$ cat config.mk
export PLATFORM = sky130hd
export DESIGN_NAME = fvic_ctrl
export DESIGN_NICKNAME = d
export VERILOG_FILES = /design/src/fvic_pkg.sv /design/src/fvic_ctrl.sv
export VERILOG_INCLUDE_DIRS = /design/src
export SDC_FILE = /design/constraint.sdc
export NUM_CORES = 1
export LEC_CHECK = 0
export ABC_AREA = 1
export BUFFER_PORTS_ARGS = -buffer_cell sky130_fd_sc_hd__buf_2
export CELL_PAD_IN_SITES_DETAIL_PLACEMENT = 0
export CELL_PAD_IN_SITES_GLOBAL_PLACEMENT = 1
export CORE_ASPECT_RATIO = 0.75
export CORE_MARGIN = 2
export CORE_UTILIZATION = 37
export DETAILED_ROUTE_END_ITERATION = 12
export PLACE_DENSITY_LB_ADDON = 0.2
export REMOVE_ABC_BUFFERS = 1
export SLEW_MARGIN = 20
export SYNTH_ARGS = -nofsm -noshare
export SYNTH_HDL_FRONTEND = slang
export SYNTH_SLANG_ARGS = --single-unit
export TNS_END_PERCENT = 30
$ cat constraint.sdc
create_clock -name mclk -period 9.25 [get_ports mclk]
set_clock_uncertainty 0.2 [all_clocks]
set_input_delay 1.85 -clock mclk [delete_from_list [all_inputs] [get_ports mclk]]
set_output_delay 1.85 -clock mclk [all_outputs]
set_load 0.05 [all_outputs]
$ cat src/fvic_params.svh
// constants of the four-level vectored interrupt controller
// assumes a byte-addressed APB slave with 8 address bits
//
// Overview of operation
// sample, poll and resolve every machine cycle
// no call while equal or higher served
// call only on instruction's last machine cycle
// no call on config writes or isr exit
// denied requests are never remembered
// vectoring clears timer overflow flags
// ext flags: edge clears, level tracks pin
// serial and other flags cleared by software
// call pushes pc, not status word
// fixed vector address per source
// isr exit finishes current service level
// subroutine exit keeps in-service state
// level is high bit, low bit pair
// preempt only by strictly higher level
// higher level wins among simultaneous requests
// fixed ranking breaks equal level ties
// enable bits at fixed register positions
// priority bits mirror enable positions
// only ext, brownout, watchdog, comparator wake
// watchdog wakes only on internal rc
// comparator wakes only with wake enable
// vector call occupies four machine cycles
// global enable gates every source
// one in-service marker per level
// eligible needs flag, enable and global
`ifndef FVIC_PARAMS_SVH
`define FVIC_PARAMS_SVH

// ============================================================
// register offsets
`define FVIC_OFF_BASE_EN   8'h00
`define FVIC_OFF_EXT_EN    8'h04
`define FVIC_OFF_LVL0_LO   8'h08
`define FVIC_OFF_LVL0_HI   8'h0C
`define FVIC_OFF_LVL1_LO   8'h10
`define FVIC_OFF_LVL1_HI   8'h14
`define FVIC_OFF_FLAGS     8'h18
`define FVIC_OFF_CTRL      8'h1C
`define FVIC_OFF_STATUS    8'h20

// ============================================================
// reset values
`define FVIC_RST_REG8      8'h00
`define FVIC_RST_FLAGS     10'h000

// ============================================================
// field positions
`define FVIC_BIT_GLOBAL    7
`define FVIC_BIT_EXT0      0
`define FVIC_BIT_TMR0      1
`define FVIC_BIT_EXT1      2
`define FVIC_BIT_TMR1      3
`define FVIC_BIT_UART      4
`define FVIC_BIT_CMP       6
`define FVIC_BIT_WDOG      4
`define FVIC_BIT_PWM       5
`define FVIC_BIT_BOUT      6
// flag register layout
`define FVIC_FL_EXT0       0
`define FVIC_FL_TMR0       1
`define FVIC_FL_EXT1       2
`define FVIC_FL_TMR1       3
`define FVIC_FL_UTX        4
`define FVIC_FL_URX        5
`define FVIC_FL_BOUT       6
`define FVIC_FL_WDOG       7
`define FVIC_FL_CMP        8
`define FVIC_FL_PWM        9
// control register layout
`define FVIC_CT_EDGE0      0
`define FVIC_CT_EDGE1      1
`define FVIC_CT_CMPWAKE    5

// ============================================================
// vectors
`define FVIC_VEC_EXT0      16'h0003
`define FVIC_VEC_TMR0      16'h000B
`define FVIC_VEC_EXT1      16'h0013
`define FVIC_VEC_TMR1      16'h001B
`define FVIC_VEC_UART      16'h0023
`define FVIC_VEC_BOUT      16'h002B
`define FVIC_VEC_CMP       16'h0033
`define FVIC_VEC_WDOG      16'h0053
`define FVIC_VEC_PWM       16'h006B

// ============================================================
// timing
`define FVIC_CALL_MCYCLES  3'd4
`define FVIC_NUM_SRC       9

`endif

$ cat src/fvic_pkg.sv
// types of the four-level vectored interrupt controller
// assumes fvic_params.svh for the numeric constants
package fvic_pkg;

    // ============================================================
    // sequencer states
    typedef enum logic [1:0] {
        FVIC_IDLE = 2'b01,
        FVIC_CALL = 2'b10
    } fvic_state_type;

    // ============================================================
    // core sequencer status, same clock domain
    typedef struct packed {
        logic machStrobe;
        logic lastCycle;
        logic cfgWrite;
        logic isrExit;
        logic subExit;
    } fvic_core_type;

    // one-cycle set pulses from the peripherals, same clock domain
    typedef struct packed {
        logic tmr0;
        logic tmr1;
        logic uartTx;
        logic uartRx;
        logic brownout;
        logic watchdog;
        logic comparator;
        logic pwm;
    } fvic_src_type;

endpackage

$ cat src/fvic_ctrl.sv
// vectored interrupt controller with four priority levels
// assumes core strobes and peripheral set pulses share mclk,
// the core performs the stack push when it sees the call
//
// The APB interface to the registers and the address map were chosen for this implementation.
`timescale 1ns/100ps
`include "fvic_params.svh"

module fvic_ctrl import fvic_pkg::*; (
    // clock and reset
    input  wire logic          mclk,
    input  wire logic          arst_n,
    // apb slave
    input  wire logic          psel,
    input  wire logic          penable,
    input  wire logic          pwrite,
    input  wire logic [7:0]    paddr,
    input  wire logic [31:0]   pwdata,
    output logic      [31:0]   prdata,
    output logic               pready,
    output logic               pslverr,
    // core sequencer
    input  wire fvic_core_type core,
    output logic               vecCall,
    output logic      [15:0]   vecAddr,
    // sources
    input  wire fvic_src_type  srcSet,
    input  wire logic          ext_irq0_pin,
    input  wire logic          ext_irq1_pin,
    input  wire logic          wdOnRc,
    // status
    output logic               wakeReq,
    output logic      [3:0]    inService
);

    // ============================================================
    // declarations
    logic [31:0]    prdata_q;
    logic           pready_q;
    logic           pslverr_q;
    logic [7:0]     baseEn_q;
    logic [7:0]     extEn_q;
    logic [7:0]     lvl0Lo_q;
    logic [7:0]     lvl0Hi_q;
    logic [7:0]     lvl1Lo_q;
    logic [7:0]     lvl1Hi_q;
    logic [9:0]     flags_q;
    logic [7:0]     ctrl_q;
    logic [3:0]     inSvc_q;
    logic           vecCall_q;
    logic [15:0]    vecAddr_q;
    logic           wake_q;
    logic [3:0]     lastIdx_q;
    logic [2:0]     callCnt_q;
    fvic_state_type state_q;
    logic [2:0]     sync0_q;
    logic [2:0]     sync1_q;
    logic           pin0_q;
    logic           pin1_q;
    logic           prev0_q;
    logic           prev1_q;
    logic           apbWr;
    logic           mapped;
    logic [`FVIC_NUM_SRC-1:0] req;
    logic [1:0]     lvl [`FVIC_NUM_SRC];
    logic           winValid;
    logic [3:0]     winIdx;
    logic [1:0]     winLvl;
    logic           curValid;
    logic [1:0]     curLvl;
    logic           callOk;
    logic           exitNow;
    logic           gEn;

    // ============================================================
    // functions
    function automatic logic [1:0] levelOf(input logic hi, input logic lo);
        return {hi, lo};
    endfunction

    // highest set in-service marker
    function automatic logic [2:0] topOf(input logic [3:0] m);
        logic [2:0] r;
        r = 3'b000;
        for (int i = 0; i < 4; i++) begin
            if (m[i]) begin
                r = {1'b1, 2'(i)};
            end
        end
        return r;
    endfunction

    function automatic logic [15:0] vecOf(input logic [3:0] idx);
        case (idx)
            4'h0:    vecOf = `FVIC_VEC_EXT0;
            4'h1:    vecOf = `FVIC_VEC_BOUT;
            4'h2:    vecOf = `FVIC_VEC_WDOG;
            4'h3:    vecOf = `FVIC_VEC_TMR0;
            4'h4:    vecOf = `FVIC_VEC_EXT1;
            4'h5:    vecOf = `FVIC_VEC_TMR1;
            4'h6:    vecOf = `FVIC_VEC_UART;
            4'h7:    vecOf = `FVIC_VEC_CMP;
            default: vecOf = `FVIC_VEC_PWM;
        endcase
    endfunction

    // ============================================================
    // apb slave: no wait states, error on unmapped offset
    assign apbWr  = psel && penable && pready_q && pwrite;
    assign mapped = (paddr <= `FVIC_OFF_STATUS) && (paddr[1:0] == 2'b00);

    always_ff @(posedge mclk or negedge arst_n) begin
        if (!arst_n) begin
            pready_q  <= 1'b0;
            pslverr_q <= 1'b0;
            prdata_q  <= 32'h0000_0000;
        end else begin
            pready_q  <= psel && !penable;
            pslverr_q <= psel && !penable && !mapped;
            prdata_q  <= 32'h0000_0000;
            if (psel && !penable && !pwrite) begin
                case (paddr)
                    `FVIC_OFF_BASE_EN: prdata_q[7:0] <= baseEn_q;
                    `FVIC_OFF_EXT_EN:  prdata_q[7:0] <= extEn_q;
                    `FVIC_OFF_LVL0_LO: prdata_q[7:0] <= lvl0Lo_q;
                    `FVIC_OFF_LVL0_HI: prdata_q[7:0] <= lvl0Hi_q;
                    `FVIC_OFF_LVL1_LO: prdata_q[7:0] <= lvl1Lo_q;
                    `FVIC_OFF_LVL1_HI: prdata_q[7:0] <= lvl1Hi_q;
                    `FVIC_OFF_FLAGS:   prdata_q[9:0] <= flags_q;
                    `FVIC_OFF_CTRL:    prdata_q[7:0] <= ctrl_q;
                    `FVIC_OFF_STATUS:  prdata_q[7:0] <= {lastIdx_q, inSvc_q};
                    default:           prdata_q      <= 32'h0000_0000;
                endcase
            end
        end
    end

    // configuration registers
    always_ff @(posedge mclk or negedge arst_n) begin
        if (!arst_n) begin
            baseEn_q <= `FVIC_RST_REG8;
            extEn_q  <= `FVIC_RST_REG8;
            lvl0Lo_q <= `FVIC_RST_REG8;
            lvl0Hi_q <= `FVIC_RST_REG8;
            lvl1Lo_q <= `FVIC_RST_REG8;
            lvl1Hi_q <= `FVIC_RST_REG8;
            ctrl_q   <= `FVIC_RST_REG8;
        end else if (apbWr) begin
            case (paddr)
                `FVIC_OFF_BASE_EN: baseEn_q <= pwdata[7:0];
                `FVIC_OFF_EXT_EN:  extEn_q  <= pwdata[7:0];
                `FVIC_OFF_LVL0_LO: lvl0Lo_q <= pwdata[7:0];
                `FVIC_OFF_LVL0_HI: lvl0Hi_q <= pwdata[7:0];
                `FVIC_OFF_LVL1_LO: lvl1Lo_q <= pwdata[7:0];
                `FVIC_OFF_LVL1_HI: lvl1Hi_q <= pwdata[7:0];
                `FVIC_OFF_CTRL:    ctrl_q   <= pwdata[7:0];
                default:           ctrl_q   <= ctrl_q;
            endcase
        end
    end

    // ============================================================
    // external pins: three stages, level moves when last two agree
    always_ff @(posedge mclk or negedge arst_n) begin
        if (!arst_n) begin
            sync0_q <= 3'b111;
            sync1_q <= 3'b111;
            pin0_q  <= 1'b1;
            pin1_q  <= 1'b1;
        end else begin
            sync0_q <= {sync0_q[1:0], ext_irq0_pin};
            sync1_q <= {sync1_q[1:0], ext_irq1_pin};
            if (sync0_q[1] == sync0_q[2]) begin
                pin0_q <= sync0_q[2];
            end
            if (sync1_q[1] == sync1_q[2]) begin
                pin1_q <= sync1_q[2];
            end
        end
    end

    // edges count only between machine-cycle samples
    always_ff @(posedge mclk or negedge arst_n) begin
        if (!arst_n) begin
            prev0_q <= 1'b1;
            prev1_q <= 1'b1;
        end else if (core.machStrobe) begin
            prev0_q <= pin0_q;
            prev1_q <= pin1_q;
        end
    end

    // ============================================================
    // flags: later assignments win, so hardware set beats any clear
    always_ff @(posedge mclk or negedge arst_n) begin
        if (!arst_n) begin
            flags_q <= `FVIC_RST_FLAGS;
        end else begin
            if (apbWr && paddr == `FVIC_OFF_FLAGS) begin
                flags_q <= pwdata[9:0];
            end
            if (callOk) begin
                case (winIdx)
                    4'h0: if (ctrl_q[`FVIC_CT_EDGE0])
                              flags_q[`FVIC_FL_EXT0] <= 1'b0;
                    4'h3: flags_q[`FVIC_FL_TMR0] <= 1'b0;
                    4'h4: if (ctrl_q[`FVIC_CT_EDGE1])
                              flags_q[`FVIC_FL_EXT1] <= 1'b0;
                    4'h5: flags_q[`FVIC_FL_TMR1] <= 1'b0;
                    default: flags_q <= flags_q;
                endcase
            end
            if (srcSet.tmr0)       flags_q[`FVIC_FL_TMR0] <= 1'b1;
            if (srcSet.tmr1)       flags_q[`FVIC_FL_TMR1] <= 1'b1;
            if (srcSet.uartTx)     flags_q[`FVIC_FL_UTX]  <= 1'b1;
            if (srcSet.uartRx)     flags_q[`FVIC_FL_URX]  <= 1'b1;
            if (srcSet.brownout)   flags_q[`FVIC_FL_BOUT] <= 1'b1;
            if (srcSet.watchdog)   flags_q[`FVIC_FL_WDOG] <= 1'b1;
            if (srcSet.comparator) flags_q[`FVIC_FL_CMP]  <= 1'b1;
            if (srcSet.pwm)        flags_q[`FVIC_FL_PWM]  <= 1'b1;
            if (ctrl_q[`FVIC_CT_EDGE0]) begin
                if (core.machStrobe && prev0_q && !pin0_q)
                    flags_q[`FVIC_FL_EXT0] <= 1'b1;
            end else begin
                flags_q[`FVIC_FL_EXT0] <= !pin0_q;
            end
            if (ctrl_q[`FVIC_CT_EDGE1]) begin
                if (core.machStrobe && prev1_q && !pin1_q)
                    flags_q[`FVIC_FL_EXT1] <= 1'b1;
            end else begin
                flags_q[`FVIC_FL_EXT1] <= !pin1_q;
            end
        end
    end

    // ============================================================
    // eligibility and levels, in ranking order
    assign gEn = baseEn_q[`FVIC_BIT_GLOBAL];


    assign req[0] = flags_q[`FVIC_FL_EXT0] && baseEn_q[`FVIC_BIT_EXT0];
    assign req[1] = flags_q[`FVIC_FL_BOUT] && extEn_q[`FVIC_BIT_BOUT];
    assign req[2] = flags_q[`FVIC_FL_WDOG] && extEn_q[`FVIC_BIT_WDOG];
    assign req[3] = flags_q[`FVIC_FL_TMR0] && baseEn_q[`FVIC_BIT_TMR0];
    assign req[4] = flags_q[`FVIC_FL_EXT1] && baseEn_q[`FVIC_BIT_EXT1];
    assign req[5] = flags_q[`FVIC_FL_TMR1] && baseEn_q[`FVIC_BIT_TMR1];
    assign req[6] = (flags_q[`FVIC_FL_UTX] || flags_q[`FVIC_FL_URX])
                    && baseEn_q[`FVIC_BIT_UART];
    assign req[7] = flags_q[`FVIC_FL_CMP]  && baseEn_q[`FVIC_BIT_CMP];
    assign req[8] = flags_q[`FVIC_FL_PWM]  && extEn_q[`FVIC_BIT_PWM];


    assign lvl[0] = levelOf(lvl0Hi_q[`FVIC_BIT_EXT0], lvl0Lo_q[`FVIC_BIT_EXT0]);
    assign lvl[1] = levelOf(lvl1Hi_q[`FVIC_BIT_BOUT], lvl1Lo_q[`FVIC_BIT_BOUT]);
    assign lvl[2] = levelOf(lvl1Hi_q[`FVIC_BIT_WDOG], lvl1Lo_q[`FVIC_BIT_WDOG]);
    assign lvl[3] = levelOf(lvl0Hi_q[`FVIC_BIT_TMR0], lvl0Lo_q[`FVIC_BIT_TMR0]);
    assign lvl[4] = levelOf(lvl0Hi_q[`FVIC_BIT_EXT1], lvl0Lo_q[`FVIC_BIT_EXT1]);
    assign lvl[5] = levelOf(lvl0Hi_q[`FVIC_BIT_TMR1], lvl0Lo_q[`FVIC_BIT_TMR1]);
    assign lvl[6] = levelOf(lvl0Hi_q[`FVIC_BIT_UART], lvl0Lo_q[`FVIC_BIT_UART]);
    assign lvl[7] = levelOf(lvl0Hi_q[`FVIC_BIT_CMP],  lvl0Lo_q[`FVIC_BIT_CMP]);
    assign lvl[8] = levelOf(lvl1Hi_q[`FVIC_BIT_PWM],  lvl1Lo_q[`FVIC_BIT_PWM]);

    // strict compare keeps the earlier rank on a tie
    always_comb begin
        winValid = 1'b0;
        winIdx   = 4'h0;
        winLvl   = 2'b00;
        for (int k = 0; k < `FVIC_NUM_SRC; k++) begin
            if (gEn && req[k] && (!winValid || lvl[k] > winLvl)) begin
                winValid = 1'b1;
                winIdx   = 4'(k);
                winLvl   = lvl[k];
            end
        end
    end

    assign {curValid, curLvl} = topOf(inSvc_q);

    // flags are read live each poll, nothing is held over
    assign callOk = (state_q == FVIC_IDLE) && core.machStrobe
                    && core.lastCycle
                    && !core.cfgWrite && !core.isrExit
                    && winValid
                    && (!curValid || winLvl > curLvl);
    assign exitNow = core.machStrobe && core.lastCycle && core.isrExit;

    // ============================================================
    // call sequencer
    always_ff @(posedge mclk or negedge arst_n) begin
        if (!arst_n) begin
            state_q   <= FVIC_IDLE;
            callCnt_q <= 3'd0;
            vecCall_q <= 1'b0;
            vecAddr_q <= 16'h0000;
            lastIdx_q <= 4'h0;
        end else begin
            vecCall_q <= callOk;
            case (state_q)
                FVIC_IDLE: begin
                    if (callOk) begin
                        state_q   <= FVIC_CALL;
                        callCnt_q <= 3'd0;
                        // core pushes pc only, status word untouched
                        vecAddr_q <= vecOf(winIdx);
                        lastIdx_q <= winIdx;
                    end
                end
                FVIC_CALL: begin
                    if (core.machStrobe) begin
                        callCnt_q <= callCnt_q + 3'd1;
                        if (callCnt_q == `FVIC_CALL_MCYCLES - 3'd1) begin
                            state_q <= FVIC_IDLE;
                        end
                    end
                end
                default: state_q <= FVIC_IDLE;
            endcase
        end
    end

    // in-service markers; plain subroutine exit has no effect here
    always_ff @(posedge mclk or negedge arst_n) begin
        if (!arst_n) begin
            inSvc_q <= 4'h0;
        end else if (callOk) begin
            inSvc_q[winLvl] <= 1'b1;
        end else if (exitNow && curValid) begin
            inSvc_q[curLvl] <= 1'b0;
        end
    end

    // ============================================================
    // power-down wake request
    always_ff @(posedge mclk or negedge arst_n) begin
        if (!arst_n) begin
            wake_q <= 1'b0;
        end else begin
            wake_q <= gEn && (req[0] || req[1] || req[4]
                      || (req[2] && wdOnRc)
                      || (req[7] && ctrl_q[`FVIC_CT_CMPWAKE]));
        end
    end

    assign prdata    = prdata_q;
    assign pready    = pready_q;
    assign pslverr   = pslverr_q;
    assign vecCall   = vecCall_q;
    assign vecAddr   = vecAddr_q;
    assign wakeReq   = wake_q;
    assign inService = inSvc_q;
endmodule

Yosys cells after proc, flatten, opt, wreduce, memory -nomap -nowiden
Memory sizes are Yosys's and may differ from the RTL's. Cells that the tools add are included.

Output and inout bits: 56. Bits in writable memories: 0. Logic and storage cells: 251. ROM bits: 32. Input bits: 61. Flip-flop bits (word level): 119. Bits in latches: 0. Memories kept: 1.

Memory list: (name not given) (words 8, width 4, read ports 1, clocked after Yosys merged registers in 0, write ports 0, RTL line fvic_ctrl.sv:94) `case (idx)`.

Add/sub/neg operators: 1. Div/mod/pow operators: 0. Shift operators: 0. Muxes and demuxes: 68. $mul: 0. Bitwise operators: 3. Reductions and logical operators: 102. Order comparisons: 14. Equal/unequal tests: 29.

Operators with widths (number): $pmux W8 S9 (1); $logic_and A1 B1 Y1 (52); $mux W4 (9); $eq A8 B5 Y1 const B (4); $mux W10 (3); $mux W1 (26); $mux W2 (13); $gt A2 B2 Y1 (9); $mux W3 (6); $ne A3 B3 Y1 const B (6); $eq A8 B4 Y1 const B (2); $logic_not A1 Y1 (16); $mux W16 (1); $reduce_and A2 Y1 (8); $logic_or A1 B1 Y1 (14); $reduce_or A3 Y1 (4); $ne A5 B3 Y1 const B (2); $eq A4 B3 Y1 const B (2); $eq A8 B3 Y1 const B (1); $eq A8 B6 Y1 const B (1); $le A8 B6 Y1 const B (1); $logic_not A8 Y1 (1); $ne A4 B3 Y1 const B (2); $pmux W1 S2 (4); other kinds (21) (29).

Logic depth before layout (Yosys ltp)
Gate-level depths: netlist of run 1.

Depth after elaboration: 41. Gate-level depth with buffers: 85. Depth with buffers taken out: 84.

Worst setup path before layout of run 1
No wires, ideal clock.

Path type: reg-to-reg. Start: register baseEn_q[7]. End: register flags_q[8]. Cell stages (with the launch flop): 85. Path buffers: 1. Setup slack: -0.347 ns. Required time: 8.930 ns. Data arrival time: 9.277 ns. Path through: dfrtp_1 inv_2 nor2_4 inv_2 nor2_2 inv_1 ha_1 nand2_1 nand2_1 nand2_1 nand2_1 nand2_2 nand2_2 and2_1 ha_1 inv_1 nor2_1 o21ai_0 (+49 left out) nand2_2 buf_2 inv_2 nand2_1 o21ai_2 ha_1 inv_1 nor2_1 o21ai_0 a21oi_1 nand2_1 inv_1 o21ai_1 nand3b_4 inv_2 nand2_1 o21ai_1 nand2_1.

Cells in the longest elaborated chain, start to end: 39.

Ends and longest elaborated chain: start: declaration (RTL line fvic_ctrl.sv:41) `logic [7:0] baseEn_q;`; start signal: assignment (RTL line fvic_ctrl.sv:141) `` baseEn_q <= `FVIC_RST_REG8; ``; start signal: assignment (RTL line fvic_ctrl.sv:150) `` `FVIC_OFF_BASE_EN: baseEn_q <= pwdata[7:0]; ``; $logic_and A1 B1 Y1 (RTL line fvic_ctrl.sv:269) `if (gEn && req[k] && (!winValid || lvl[k] > winLvl)) begin`; $mux W2 / $mux W1 (equally long branches) (RTL line fvic_ctrl.sv:269); $gt A2 B2 Y1 / $logic_not A1 Y1 (equally long branches) (RTL line fvic_ctrl.sv:269); $logic_or A1 B1 Y1 (RTL line fvic_ctrl.sv:269); $logic_and A1 B1 Y1 (RTL line fvic_ctrl.sv:269); $mux W2 / $mux W1 (equally long branches) (RTL line fvic_ctrl.sv:269); $gt A2 B2 Y1 / $logic_not A1 Y1 (equally long branches) (RTL line fvic_ctrl.sv:269); $logic_or A1 B1 Y1 (RTL line fvic_ctrl.sv:269); (+23 left out); $logic_or A1 B1 Y1 (RTL line fvic_ctrl.sv:269); $logic_and A1 B1 Y1 (RTL line fvic_ctrl.sv:269); $mux W2 (RTL line fvic_ctrl.sv:269); $gt A2 B2 Y1 (RTL line fvic_ctrl.sv:284) `&& (!curValid || winLvl > curLvl);`; $logic_or A1 B1 Y1 (RTL line fvic_ctrl.sv:284); $logic_and A1 B1 Y1 (RTL line fvic_ctrl.sv:284); $mux W10 (RTL line fvic_ctrl.sv:202) `if (callOk) begin`; $mux W1 (RTL line fvic_ctrl.sv:219) `` if (srcSet.comparator) flags_q[`FVIC_FL_CMP] <= 1'b1; ``; end signal: assignment (RTL line fvic_ctrl.sv:200) `flags_q <= pwdata[9:0];`; end signal: assignment (RTL line fvic_ctrl.sv:210) `default: flags_q <= flags_q;`; end signal: indexed assignment (RTL line fvic_ctrl.sv:225) `` flags_q[`FVIC_FL_EXT0] <= !pin0_q; ``; end: declaration (RTL line fvic_ctrl.sv:47) `logic [9:0] flags_q;`.

Parallel ways exist; a longest one is shown, timed or not. A chain may end at the register's enable or synchronous reset.

Final worst setup path of run 1
Start: register flags_q[0]. End: register flags_q[1].

Cells in the longest elaborated chain, start to end: 40.

Ends and longest elaborated chain: start signal: assignment (RTL line fvic_ctrl.sv:197) `` flags_q <= `FVIC_RST_FLAGS; ``; start signal: assignment (RTL line fvic_ctrl.sv:200); start signal: assignment (RTL line fvic_ctrl.sv:210); $logic_and A1 B1 Y1 * (RTL line fvic_ctrl.sv:241) `` assign req[0] = flags_q[`FVIC_FL_EXT0] && baseEn_q[`FVIC_BIT_EXT0]; ``; $logic_and A1 B1 Y1 * (RTL line fvic_ctrl.sv:269); $mux W2 / $mux W1 (equally long branches) (RTL line fvic_ctrl.sv:269); $gt A2 B2 Y1 / $logic_not A1 Y1 (equally long branches) (RTL line fvic_ctrl.sv:269); $logic_or A1 B1 Y1 (RTL line fvic_ctrl.sv:269); $logic_and A1 B1 Y1 (RTL line fvic_ctrl.sv:269); $mux W2 / $mux W1 (equally long branches) (RTL line fvic_ctrl.sv:269); $gt A2 B2 Y1 / $logic_not A1 Y1 (equally long branches) (RTL line fvic_ctrl.sv:269); (+24 left out); $logic_or A1 B1 Y1 (RTL line fvic_ctrl.sv:269); $logic_and A1 B1 Y1 (RTL line fvic_ctrl.sv:269); $mux W4 / $mux W2 (equally long branches) (RTL line fvic_ctrl.sv:269); $eq A4 B3 Y1, or another cell as far along (RTL line fvic_ctrl.sv:203) `case (winIdx)`; $reduce_or A3 Y1 (no line) / $logic_or A1 B1 Y1 (equally long branches); $pmux W1 S2 / $logic_and A1 B1 Y1 (equally long branches) (RTL line fvic_ctrl.sv:203, fvic_ctrl.sv:284); $mux W10 (RTL line fvic_ctrl.sv:202); $mux W1 (RTL line fvic_ctrl.sv:213) `` if (srcSet.tmr0) flags_q[`FVIC_FL_TMR0] <= 1'b1; ``.

Mark *: on every way between the ends. The rest lies on a longest branch, timed or not.

==> metrics, run 1 <==
clock net sink count 108; WL final 18,790 um; CP arrival 9.27 ns; share of post-route cells with drive strength above 1 31.52%; largest net degree at the start of global routing 80; register area share after synthesis between 40 and 50%; share of the synthesized area in the top cell type 39.71%; Inserted Clock Buffers 9; total power 0.0009282 W; Sw Share roughly a quarter; fraction of registers with async set or reset after synthesis 100.0%; synthesized area per cell 8.162 um2; H-Tree Depth 3; Yosys cell types 52; pin slew with the least headroom to its limit 1.051 ns; Pwr Density about 120 nW/um2; initial antenna violation count 0; largest area contributor in the synthesized netlist dfrtp_1; vias in the first global route 5,313; gpl congestion just under 0.9; # placed instances 1,057; maximum vdd drop 84.48 uV; Die X 152.4 um; Global Route Usage Sum about a fifth; CP max stage delay roughly 0.38 ns; critical path class reg2reg; RSZ-0062 raised after global routing yes; family with the most delay on the worst path simple AND/OR/NAND/NOR gates; Internal 0.0006852 W; minimum clock period slightly above 9 ns; Startpoint Class flip-flop; Hold Path Depth 0; vias per cell 5.034; EDFF count, synth 0; Clock Path Buffers 2; worst r2r dst flags_q[1]$_DFFE_PN0P_; status completed; clk_lat worst skew 0.36 ns; hold path endpoint sync0_q[1]$_DFF_PN1_; Post-Syn Instances 749; final design utilization between 40 and 50%; Hold Buf Count CTS 0; final hold vios 0; NumNets Final 976; critical-path maximum fanout 12; non-filler instance count after layout 1,111; hold_sp sync0_q[0]$_DFF_PN1_; top post-synthesis cells by count nand2_1, inv_1, dfrtp_1; Synth Register Bits 108; first-pass GRT wire length approximately 29,000 um; Clock Power Share approximately two fifths; Core ar. 16,120 um2; Final setup viols 0; Reg clk slew, reported paths 0.07 ns; r2r setup slk 0.003 ns; CP Capture Type flip-flop; Final HPWL DP 13,750 um; n_diodes 0; synth top area cells dfrtp_1, nand2_1, o21ai_0, inv_1, dfstp_2; worst min path class reg2reg; Final Cycle Share between 90% and 100%; sequential power share between 50% and 60%; most common cell in the netlist nand2_1; CTS root buffer clkbuf_16; MaxCap Viol Count 0; detailed-route via count around 5,600; worst endpoint required time 9.27 ns; Crit-path slowest cell dfrtp_1; starting density of the core about 38%; Reg2Reg Depth 79; chip height 115.3 um; post-route cell area 7791 um2; DR pass1 iterations 5; Die ar. 17,580 um2; Remaining DRCs 0; PortBufs 61; Synth Cell Area 6113 um2; most used cell, CP nand2_2; Psw 0.0002430 W; Area after DPL 6880 um2; Rows 40; Fmax roughly 0.11 GHz; total grt overflow 0; Slew headroom 29.38%; Routed Antenna Nets 0; Synth-to-Final Area Change 27.45%; WHS 0.1587 ns; I/O Pins approximately 120; combinational power share between 7 and 8%; Buffers & Inverters on Critical Path 13; reg2reg start flags_q[0]$_DFFE_PN0P_; mean routed wirelength per cell 16.91 um; TritonCTS clock tree done; Top FF cell, synth dfrtp_1; fin. max-slew vios 0; Pleak 3.845 nW; initial drt markers 532; Yosys warning count 0
## through the flow
| stage | TNS, ns | worst slack (ns) |
|---|---|---|
| 2_1_floorplan | -8.492 | -0.5946 |
| 3_3_place_gp | -4.858 | -0.4167 |
| 3_5_place_dp | -11.43 | -0.6585 |
| 4_1_cts | -0.05282 | -0.03409 |
| 5_1_grt | -9.620 | -0.5392 |
| 6_report | 0 | 0.003430 |
## power groups by stage
stage                     registers [W]  clock network (W)  logic (W)
after detailed placement       0.000494                  0  0.0000701
after global placement         0.000494                  0  0.0000693
after global routing           0.000486           0.000401  0.0000777
final                          0.000485           0.000373  0.0000708
after floorplan                0.000495                  0  0.0000416
after CTS                      0.000485           0.000384  0.0000707
## state kept, by name, summed over array words and instances (netlist names), 2 cells and up
register,count
flags_q,10
prdata,10
baseEn_q,8
ctrl_q,8
extEn_q,8
lvl0Hi_q,8
lvl0Lo_q,8
lvl1Hi_q,8
lvl1Lo_q,8
vecAddr,5
inService,4
lastIdx_q,4
callCnt_q,3
sync0_q,3
sync1_q,3
state_q,2
## cells in the final DEF (no fill, tap or decap), drive strengths merged, types with 2 or more instances in the layout
| master | synthesis | final |
|---|---|---|
| a21oi | 10 | 10 |
| o21ai | 113 | 113 |
| nand3b | 6 | 7 |
| dfrtp | 97 | 97 |
| nor2 | 48 | 48 |
| o31ai | 2 | 2 |
| o211ai | 4 | 4 |
| inv | 104 | 105 |
| o41ai | 2 | 2 |
| dfstp | 11 | 11 |
| o2111ai | 3 | 3 |
| nor3 | 18 | 18 |
| nand2 | 197 | 197 |
| or2 | 3 | 3 |
| nand4 | 8 | 8 |
| a221oi | 10 | 10 |
| a31oi | 2 | 2 |
| clkinv | 2 | 4 |
| buf | 35 | 147 |
| maj3 | 2 | 2 |
| o22ai | 2 | 2 |
| nor4 | 2 | 2 |
| ha | 19 | 19 |
| a22o | 2 | 2 |
| clkbuf | 8 | 11 |
| nand3 | 28 | 28 |
| a211oi | 2 | 2 |
| clkinvlp | 0 | 2 |
| conb | 1 | 32 |
## layer usage
| layer | wire length (um) | vias to the layer above | track usage [%] |
|---|---|---|---|
| met5 | 0 | - | 0 |
| met4 | 177 | 0 | 3.889 |
| met3 | 1305 | 13 | 5.428 |
| met2 | 8211 | 180 | 32.97 |
| met1 | 9094 | 2711 | 30.84 |
| li1 | - | 2689 | - |
## worst max-delay path by stage
stage | startpoint | end | slack [ns] | cells past startpoint
CTS | flags_q[0]$_DFFE_PN0P_ | flags_q[8]$_DFFE_PN0P_ | -0.03 | 83
global placement | flags_q[0]$_DFFE_PN0P_ | flags_q[6]$_DFFE_PN0P_ | -0.42 | 81
global route | flags_q[0]$_DFFE_PN0P_ | flags_q[7]$_DFFE_PN0P_ | -0.54 | 80
finish | flags_q[0]$_DFFE_PN0P_ | flags_q[1]$_DFFE_PN0P_ | 0.003 | 79
floorplan | baseEn_q[7]$_DFFE_PN0P_ | flags_q[8]$_DFFE_PN0P_ | -0.59 | 83
detailed placement | flags_q[0]$_DFFE_PN0P_ | flags_q[4]$_DFFE_PN0P_ | -0.66 | 81
## final cells by class
type                       count  area, um2
clock buffer                  11      242.7
clock inverter                 5      37.54
fill                        1585       8324
inverter                     106      400.4
multi-input combinational    524       3159
sequential                   108       2716
tap                          210      262.8
timing repair buffer         147      972.2
## repair_timing
action	CTS	global route
setup endpoints to repair	29	29
resized for setup	47	38
setup buffers	33	5
gates cloned	1	0
pin swaps	34	35
## kinds of logic (layout without fill, tap and decap cells)
kind of cell / Yosys count / in the layout / synth area share (%)
adder cells (fa/ha/maj): 21 / 21 / 4.216
XOR/XNOR: 1 / 1 / 0.1433
AO/OA/AOI/OAI: 157 / 157 / 15.17
AND/OR/NAND/NOR: 312 / 313 / 24.76
other: 1 / 32 / 0.06134
buffers and inverters: 149 / 269 / 11.22
flip-flops: 108 / 108 / 44.43
Power figures use the tool's default switching activity.
==> run 2: changes to the inputs <==
- ABC_AREA: 1 -> 0
- CORE_UTILIZATION: 37 -> 39
==> run 2 against run 1 <==
Effect of this change:
- first-iteration DRC count shrank 36%
- via count fell by 11%
- worst setup slack got worse by 1.5 ns
- largest power group unchanged
- cell area fell by 1.4%
- final cell count decreased by 18%
- the run now ends with setup timing left
- utilization rose by 4.4 points
- clock power grew 14%
- register-to-register slack got worse by 1.5 ns
==> metrics, run 2 <==
fraction of registers with async set or reset after synthesis 100.0% (unchanged); CP Capture Type flip-flop (unchanged); Final HPWL DP 12,690 um (was 13,750 um); non-filler instance count after layout 909 (was 1,111); post-route cell area 7681 um2 (was 7791 um2); register area share after synthesis 46.60% (was 44.43%); Worst Slack Setup Final -1.535 ns (was 0.003430 ns); family with the most delay on the worst path compound AO/OA/AOI/OAI gates (was simple AND/OR/NAND/NOR gates); Yosys warning count 0 (unchanged); critical-path maximum fanout 7 (was 12); critical path class reg2reg (unchanged); Hold Buf Count CTS 0 (unchanged); TritonCTS clock tree done (unchanged); fin. max-slew vios 0 (unchanged); clk_lat worst skew 0.35 ns (was 0.36 ns); clock net sink count 108 (unchanged); Routed Antenna Nets 0 (unchanged); NumNets Final 784 (was 976); Final Cycle Share 116.6% (was 99.96%); maximum vdd drop 85.90 uV (was 84.48 uV); hold path endpoint sync0_q[1]$_DFF_PN1_ (unchanged); r2r setup slk -1.53 ns (was 0.003 ns); Core ar. 14,550 um2 (was 16,120 um2); initial drt markers 343 (was 532); n_diodes 0 (unchanged); # placed instances 858 (was 1,057); initial antenna violation count 0 (unchanged); pin slew with the least headroom to its limit 1.040 ns (was 1.051 ns); Inserted Clock Buffers 9 (unchanged); failing checks setup timing; most frequent cells in the layout dfrtp_1, buf_4, mux2_2, buf_2, nand2_1 (was nand2_1, dfrtp_1, inv_1, o21ai_0, buf_4); largest area contributor in the synthesized netlist dfrtp_1 (unchanged); detailed-route via count 4,950 (was 5,593); CTS root buffer clkbuf_16 (unchanged); Reg2Reg Depth 62 (was 79); Synth Cell Area 5829 um2 (was 6113 um2); final design utilization 52.80% (was 48.35%); top post-synthesis cells by count dfrtp_1, mux2_2, nand2_1 (was nand2_1, inv_1, dfrtp_1); PortBufs 61 (unchanged); first-pass GRT wire length 27,480 um (was 28,630 um); Clock Path Buffers 2 (unchanged); synthesized area per cell 10.74 um2 (was 8.162 um2); starting density of the core 40.07% (was 37.93%); total grt overflow 0 (unchanged); Pwr Density 127.9 nW/um2 (was 119.1 nW/um2); synth top area cells dfrtp_1, mux2_2, dfstp_2, buf_4, ha_1 (was dfrtp_1, nand2_1, o21ai_0, inv_1, dfstp_2); pre-CTS setup slack -2.093 ns (was -0.6585 ns); Yosys cell types 61 (was 52); WL final 17,850 um (was 18,790 um); minimum clock period 10.78 ns (was 9.247 ns); Final setup viols 29 (was 0); CP max stage delay 0.41 ns (was 0.38 ns); status complete, but fails checks (was completed); Top FF cell, synth dfrtp_1 (unchanged); RSZ-0062 raised after global routing yes (unchanged); largest net degree at the start of global routing 71 (was 80); worst endpoint required time 9.32 ns (was 9.27 ns); Fmax 0.09272 GHz (was 0.1081 GHz); worst r2r dst flags_q[7]$_DFFE_PN0P_ (was flags_q[1]$_DFFE_PN0P_); Synth Register Bits 108 (unchanged); most common cell in the netlist dfrtp_1 (was nand2_1); Die ar. 15,950 um2 (was 17,580 um2); H-Tree Depth 3 (unchanged); share of the synthesized area in the top cell type 41.64% (was 39.71%); Global Route Usage Sum 22.79% (was 21.35%); Reg clk slew, reported paths 0.08 ns (was 0.07 ns); Post-Syn Instances 543 (was 749); Pleak 3.762 nW (was 3.845 nW); MaxCap Viol Count 0 (unchanged); vias per cell 5.446 (was 5.034); Die X 145.2 um (was 152.4 um); Rows 38 (was 40); total power 0.0009823 W (was 0.0009282 W); Buffers & Inverters on Critical Path 7 (was 13); I/O Pins 117 (unchanged); Area after DPL 6713 um2 (was 6880 um2); vias in the first global route 4,936 (was 5,313); Synth-to-Final Area Change 31.77% (was 27.45%); Hold Path Depth 0 (unchanged); DR pass1 iterations 6 (was 5); final hold vios 0 (unchanged); Remaining DRCs 0 (unchanged); Crit-path slowest cell dfrtp_1 (unchanged); mean routed wirelength per cell 19.63 um (was 16.91 um); Slew headroom 30.43% (was 29.38%); share of post-route cells with drive strength above 1 45.13% (was 31.52%); CP arrival 10.85 ns (was 9.27 ns); EDFF count, synth 0 (unchanged); Startpoint Class flip-flop (unchanged); hold_sp sync0_q[0]$_DFF_PN1_ (unchanged); worst min path class reg2reg (unchanged); gpl congestion 0.8946 (was 0.8697); chip height 109.9 um (was 115.3 um); commonest non-fill, non-tap cell in the layout dfrtp_1 (was nand2_1); reg2reg start baseEn_q[7]$_DFFE_PN0P_ (was flags_q[0]$_DFFE_PN0P_)
[run 2: cells by family (layout without fill, tap and decap cells)]
group           Yosys count  after routing  synth area share (%)
simple gates            151            151                 12.26
compound gates          123            123                 16.33
flops                   108            108                 46.60
mux                      72             72                 13.74
buf+inv                  67            202                 6.589
fa+ha+maj                21             21                 4.422
other cells               1             32               0.06433
[run 2: layer usage]
layer	track usage [%]	up-vias	share of wire, %
met3	4.896	22	6.9
met1	30.32	2485	45
li1	-	2268	-
met5	0	-	0
met2	38.23	175	47
met4	6.232	0	1.6
[run 2: worst max path at each step]
| stage | endpoint | cells past startpoint | start | slack [ns] |
|---|---|---|---|---|
| final | flags_q[7]$_DFFE_PN0P_ | 62 | baseEn_q[7]$_DFFE_PN0P_ | -1.53 |
| after global routing | flags_q[7]$_DFFE_PN0P_ | 60 | baseEn_q[7]$_DFFE_PN0P_ | -2.09 |
| after CTS | flags_q[7]$_DFFE_PN0P_ | 60 | baseEn_q[7]$_DFFE_PN0P_ | -1.54 |
| after detailed placement | flags_q[3]$_DFFE_PN0P_ | 56 | baseEn_q[7]$_DFFE_PN0P_ | -2.09 |
| after global placement | flags_q[7]$_DFFE_PN0P_ | 57 | baseEn_q[0]$_DFFE_PN0P_ | -1.69 |
| after floorplan | flags_q[3]$_DFFE_PN0P_ | 58 | baseEn_q[7]$_DFFE_PN0P_ | -3.13 |
[run 2: metrics by stage]
stage	hold WS [ns]	TNS, ns
after floorplan	0.1452	-79.97
after CTS	0.1557	-40.50
final	0.1631	-40.57
after global routing	0.1595	-56.12
after detailed placement	0.1469	-55.34
after global placement	0.1455	-43.95
[run 2: what timing repair did]
item / 4_1_cts / 5_1_grt
resized for setup: 56 / 35
endpoints found under the setup margin: 29 / 29
setup buffers: 25 / 12
gates cloned: 0 / 0
pin swaps: 31 / 40
[run 2: report_power, final]
part,leakage (nW),switching [W],internal [W]
registers,1.42,0.00000408,0.000480
clock network,0.159,0.000186,0.000242
logic,2.18,0.0000557,0.0000148
[run 2: area by class of cell]
cell class / instances / area, um2
fill: 1283 / 6868
multi-input combinational: 399 / 3197
sequential: 108 / 2716
timing repair buffer: 163 / 1104
tap: 200 / 250.2
clock buffer: 10 / 229.0
clock inverter: 6 / 97.59
inverter: 23 / 87.58
==> run 3: changes to the inputs <==
- CAP_MARGIN: default -> 40
- SETUP_SLACK_MARGIN: default -> 0.05
==> run 3 against run 2 <==
Effect of this change:
- combinational power grew 3.1%
- maximum frequency is 0.50% higher
- cell area is 2.7% higher
- via count increased by 0.79%
- largest cell class unchanged
- the run still ends with setup timing left
- global-route usage barely moved
- worst setup slack better by 0.053 ns
- wire length rose by 2.7%
- final cell count increased by 0.88%
- non-clock buffer count increased by 8
==> metrics, run 3 (synthesis gave the netlist of run 2 again) <==
status complete, but fails checks (unchanged); failing checks setup timing (unchanged); Final Cycle Share 116.0% (was 116.6%); Synth-to-Final Area Change 35.29% (was 31.77%); H-Tree Depth 3 (unchanged); final design utilization 54.21% (was 52.80%); starting density of the core 40.07% (unchanged); Inserted Clock Buffers 9 (unchanged); worst min path class reg2reg (unchanged); Routed Antenna Nets 0 (unchanged); vias per cell 5.441 (was 5.446); r2r setup slk -1.48 ns (was -1.53 ns); I/O Pins 117 (unchanged); RSZ-0062 raised after global routing yes (unchanged); worst r2r dst flags_q[7]$_DFFE_PN0P_ (unchanged); CP Capture Type flip-flop (unchanged); Fmax 0.09318 GHz (was 0.09272 GHz); critical-path maximum fanout 7 (unchanged); NumNets Final 792 (was 784); hold path endpoint sync0_q[1]$_DFF_PN1_ (unchanged); initial antenna violation count 0 (unchanged); PortBufs 61 (unchanged); WHS 0.1588 ns (was 0.1631 ns); minimum clock period 10.73 ns (was 10.78 ns); Clock Path Buffers 2 (unchanged); fin. max-slew vios 0 (unchanged); Global Route Usage Sum 22.83% (was 22.79%); CP max stage delay 0.40 ns (was 0.41 ns); Final setup viols 29 (unchanged); TritonCTS clock tree done (unchanged); Die X 145.2 um (unchanged); Worst Slack Setup Final -1.481 ns (was -1.535 ns); final hold vios 0 (unchanged); n_diodes 0 (unchanged); worst endpoint required time 9.33 ns (was 9.32 ns); Rows 38 (unchanged); total grt overflow 0 (unchanged); Die ar. 15,950 um2 (unchanged); most frequent cells in the layout dfrtp_1, buf_4, mux2_2, buf_2, nand2_1 (unchanged); reg2reg start baseEn_q[7]$_DFFE_PN0P_ (unchanged); Area after DPL 6763 um2 (was 6713 um2); detailed-route via count 4,989 (was 4,950); clk_lat worst skew 0.36 ns (was 0.35 ns); initial drt markers 293 (was 343); mean routed wirelength per cell 19.98 um (was 19.63 um); Register Area 2718 um2 (was 2716 um2); Crit-path slowest cell dfrtp_1 (unchanged); # fillers 1,274 (was 1,283); critical path class reg2reg (unchanged); DR pass1 iterations 5 (was 6); hold_sp sync0_q[0]$_DFF_PN1_ (unchanged); post-route cell area 7886 um2 (was 7681 um2); share of post-route cells with drive strength above 1 47.42% (was 45.13%); Remaining DRCs 0 (unchanged); Pwr Density 124.7 nW/um2 (was 127.9 nW/um2); multi-input logic area 3292 um2 (was 3197 um2); Startpoint Class flip-flop (unchanged); WL final 18,330 um (was 17,850 um); Core ar. 14,550 um2 (unchanged); most used cell, CP ha_4; clock net sink count 108 (unchanged); gpl congestion 0.8946 (unchanged); Final HPWL DP 12,780 um (was 12,690 um); Reg clk slew, reported paths 0.08 ns (about the same); Slew headroom 51.60% (was 30.43%); vias in the first global route 5,004 (was 4,936); maximum vdd drop 77.46 uV (was 85.90 uV); chip height 109.9 um (unchanged); CP arrival 10.81 ns (was 10.85 ns); first-pass GRT wire length 27,570 um (was 27,480 um); Hold Path Depth 0 (unchanged); Pleak 3.858 nW (was 3.762 nW); MaxCap Viol Count 0 (unchanged); largest net degree at the start of global routing 52 (was 71); Setup TNS Final -38.82 ns (was -40.57 ns); Reg2Reg Depth 60 (was 62); pin slew with the least headroom to its limit 0.7233 ns (was 1.040 ns); CTS root buffer clkbuf_16 (unchanged)
-- run 3: area by class of cell --
cell class                 count  share of cell area (%)
multi-input combinational    399                   41.74
sequential                   108                   34.46
timing repair buffer         171                   15.29
tap                          200                   3.173
clock buffer                  10                   2.903
clock inverter                 6                   1.238
inverter                      23                   1.190
-- run 3: per-layer routing --
metal / vias up / share of wire, % / GRT usage [%]
li1: 2276 / - / -
met1: 2470 / 44 / 29.64
met2: 209 / 47 / 38.44
met3: 34 / 6.8 / 5.104
met4: 0 / 2.6 / 7.563
met5: - / 0 / 0
-- run 3: worst max-delay path by stage --
stage	cells after the start	endpoint	start
finish	60	flags_q[7]$_DFFE_PN0P_	baseEn_q[7]$_DFFE_PN0P_
global route	61	flags_q[7]$_DFFE_PN0P_	baseEn_q[0]$_DFFE_PN0P_
CTS	58	flags_q[7]$_DFFE_PN0P_	baseEn_q[7]$_DFFE_PN0P_
global placement	57	flags_q[7]$_DFFE_PN0P_	baseEn_q[0]$_DFFE_PN0P_
detailed placement	56	flags_q[7]$_DFFE_PN0P_	baseEn_q[7]$_DFFE_PN0P_
floorplan	58	flags_q[3]$_DFFE_PN0P_	baseEn_q[7]$_DFFE_PN0P_
-- run 3: per-stage QoR --
step / total power, W / std cells / setup slack (ns)
after floorplan: 0.0005325 / 530 / -3.133
after global placement: 0.0005616 / 858 / -1.690
after detailed placement: 0.0005649 / 862 / -2.073
after CTS: 0.0009916 / 910 / -1.675
after global routing: 0.001021 / 917 / -1.906
final: 0.0009830 / 917 / -1.481
-- run 3: critical path, delay by kind of cell (launching register included) --
kind / cells / cell delay, ns
AO/OA/AOI/OAI: 24 / 3.65
adder cells (fa/ha/maj): 9 / 2.46
AND/OR/NAND/NOR: 15 / 1.81
multiplexers: 4 / 1.18
buffers and inverters: 8 / 0.92
flip-flops: 1 / 0.40
-- run 3: timing repair --
| action | CTS | global route |
|---|---|---|
| setup buffers | 32 | 10 |
| gates resized for setup | 49 | 71 |
| hold buffers | 0 | 0 |
| pin swaps | 36 | 53 |
| setup endpoints to repair | 29 | 29 |
-- run 3: power by group --
part / total [W] / internal [W] / leakage [nW] / switching [W]
clock: 0.000425 / 0.000241 / 0.159 / 0.000184
combinational: 0.0000727 / 0.0000163 / 2.28 / 0.0000564
sequential: 0.000485 / 0.000480 / 1.42 / 0.00000443
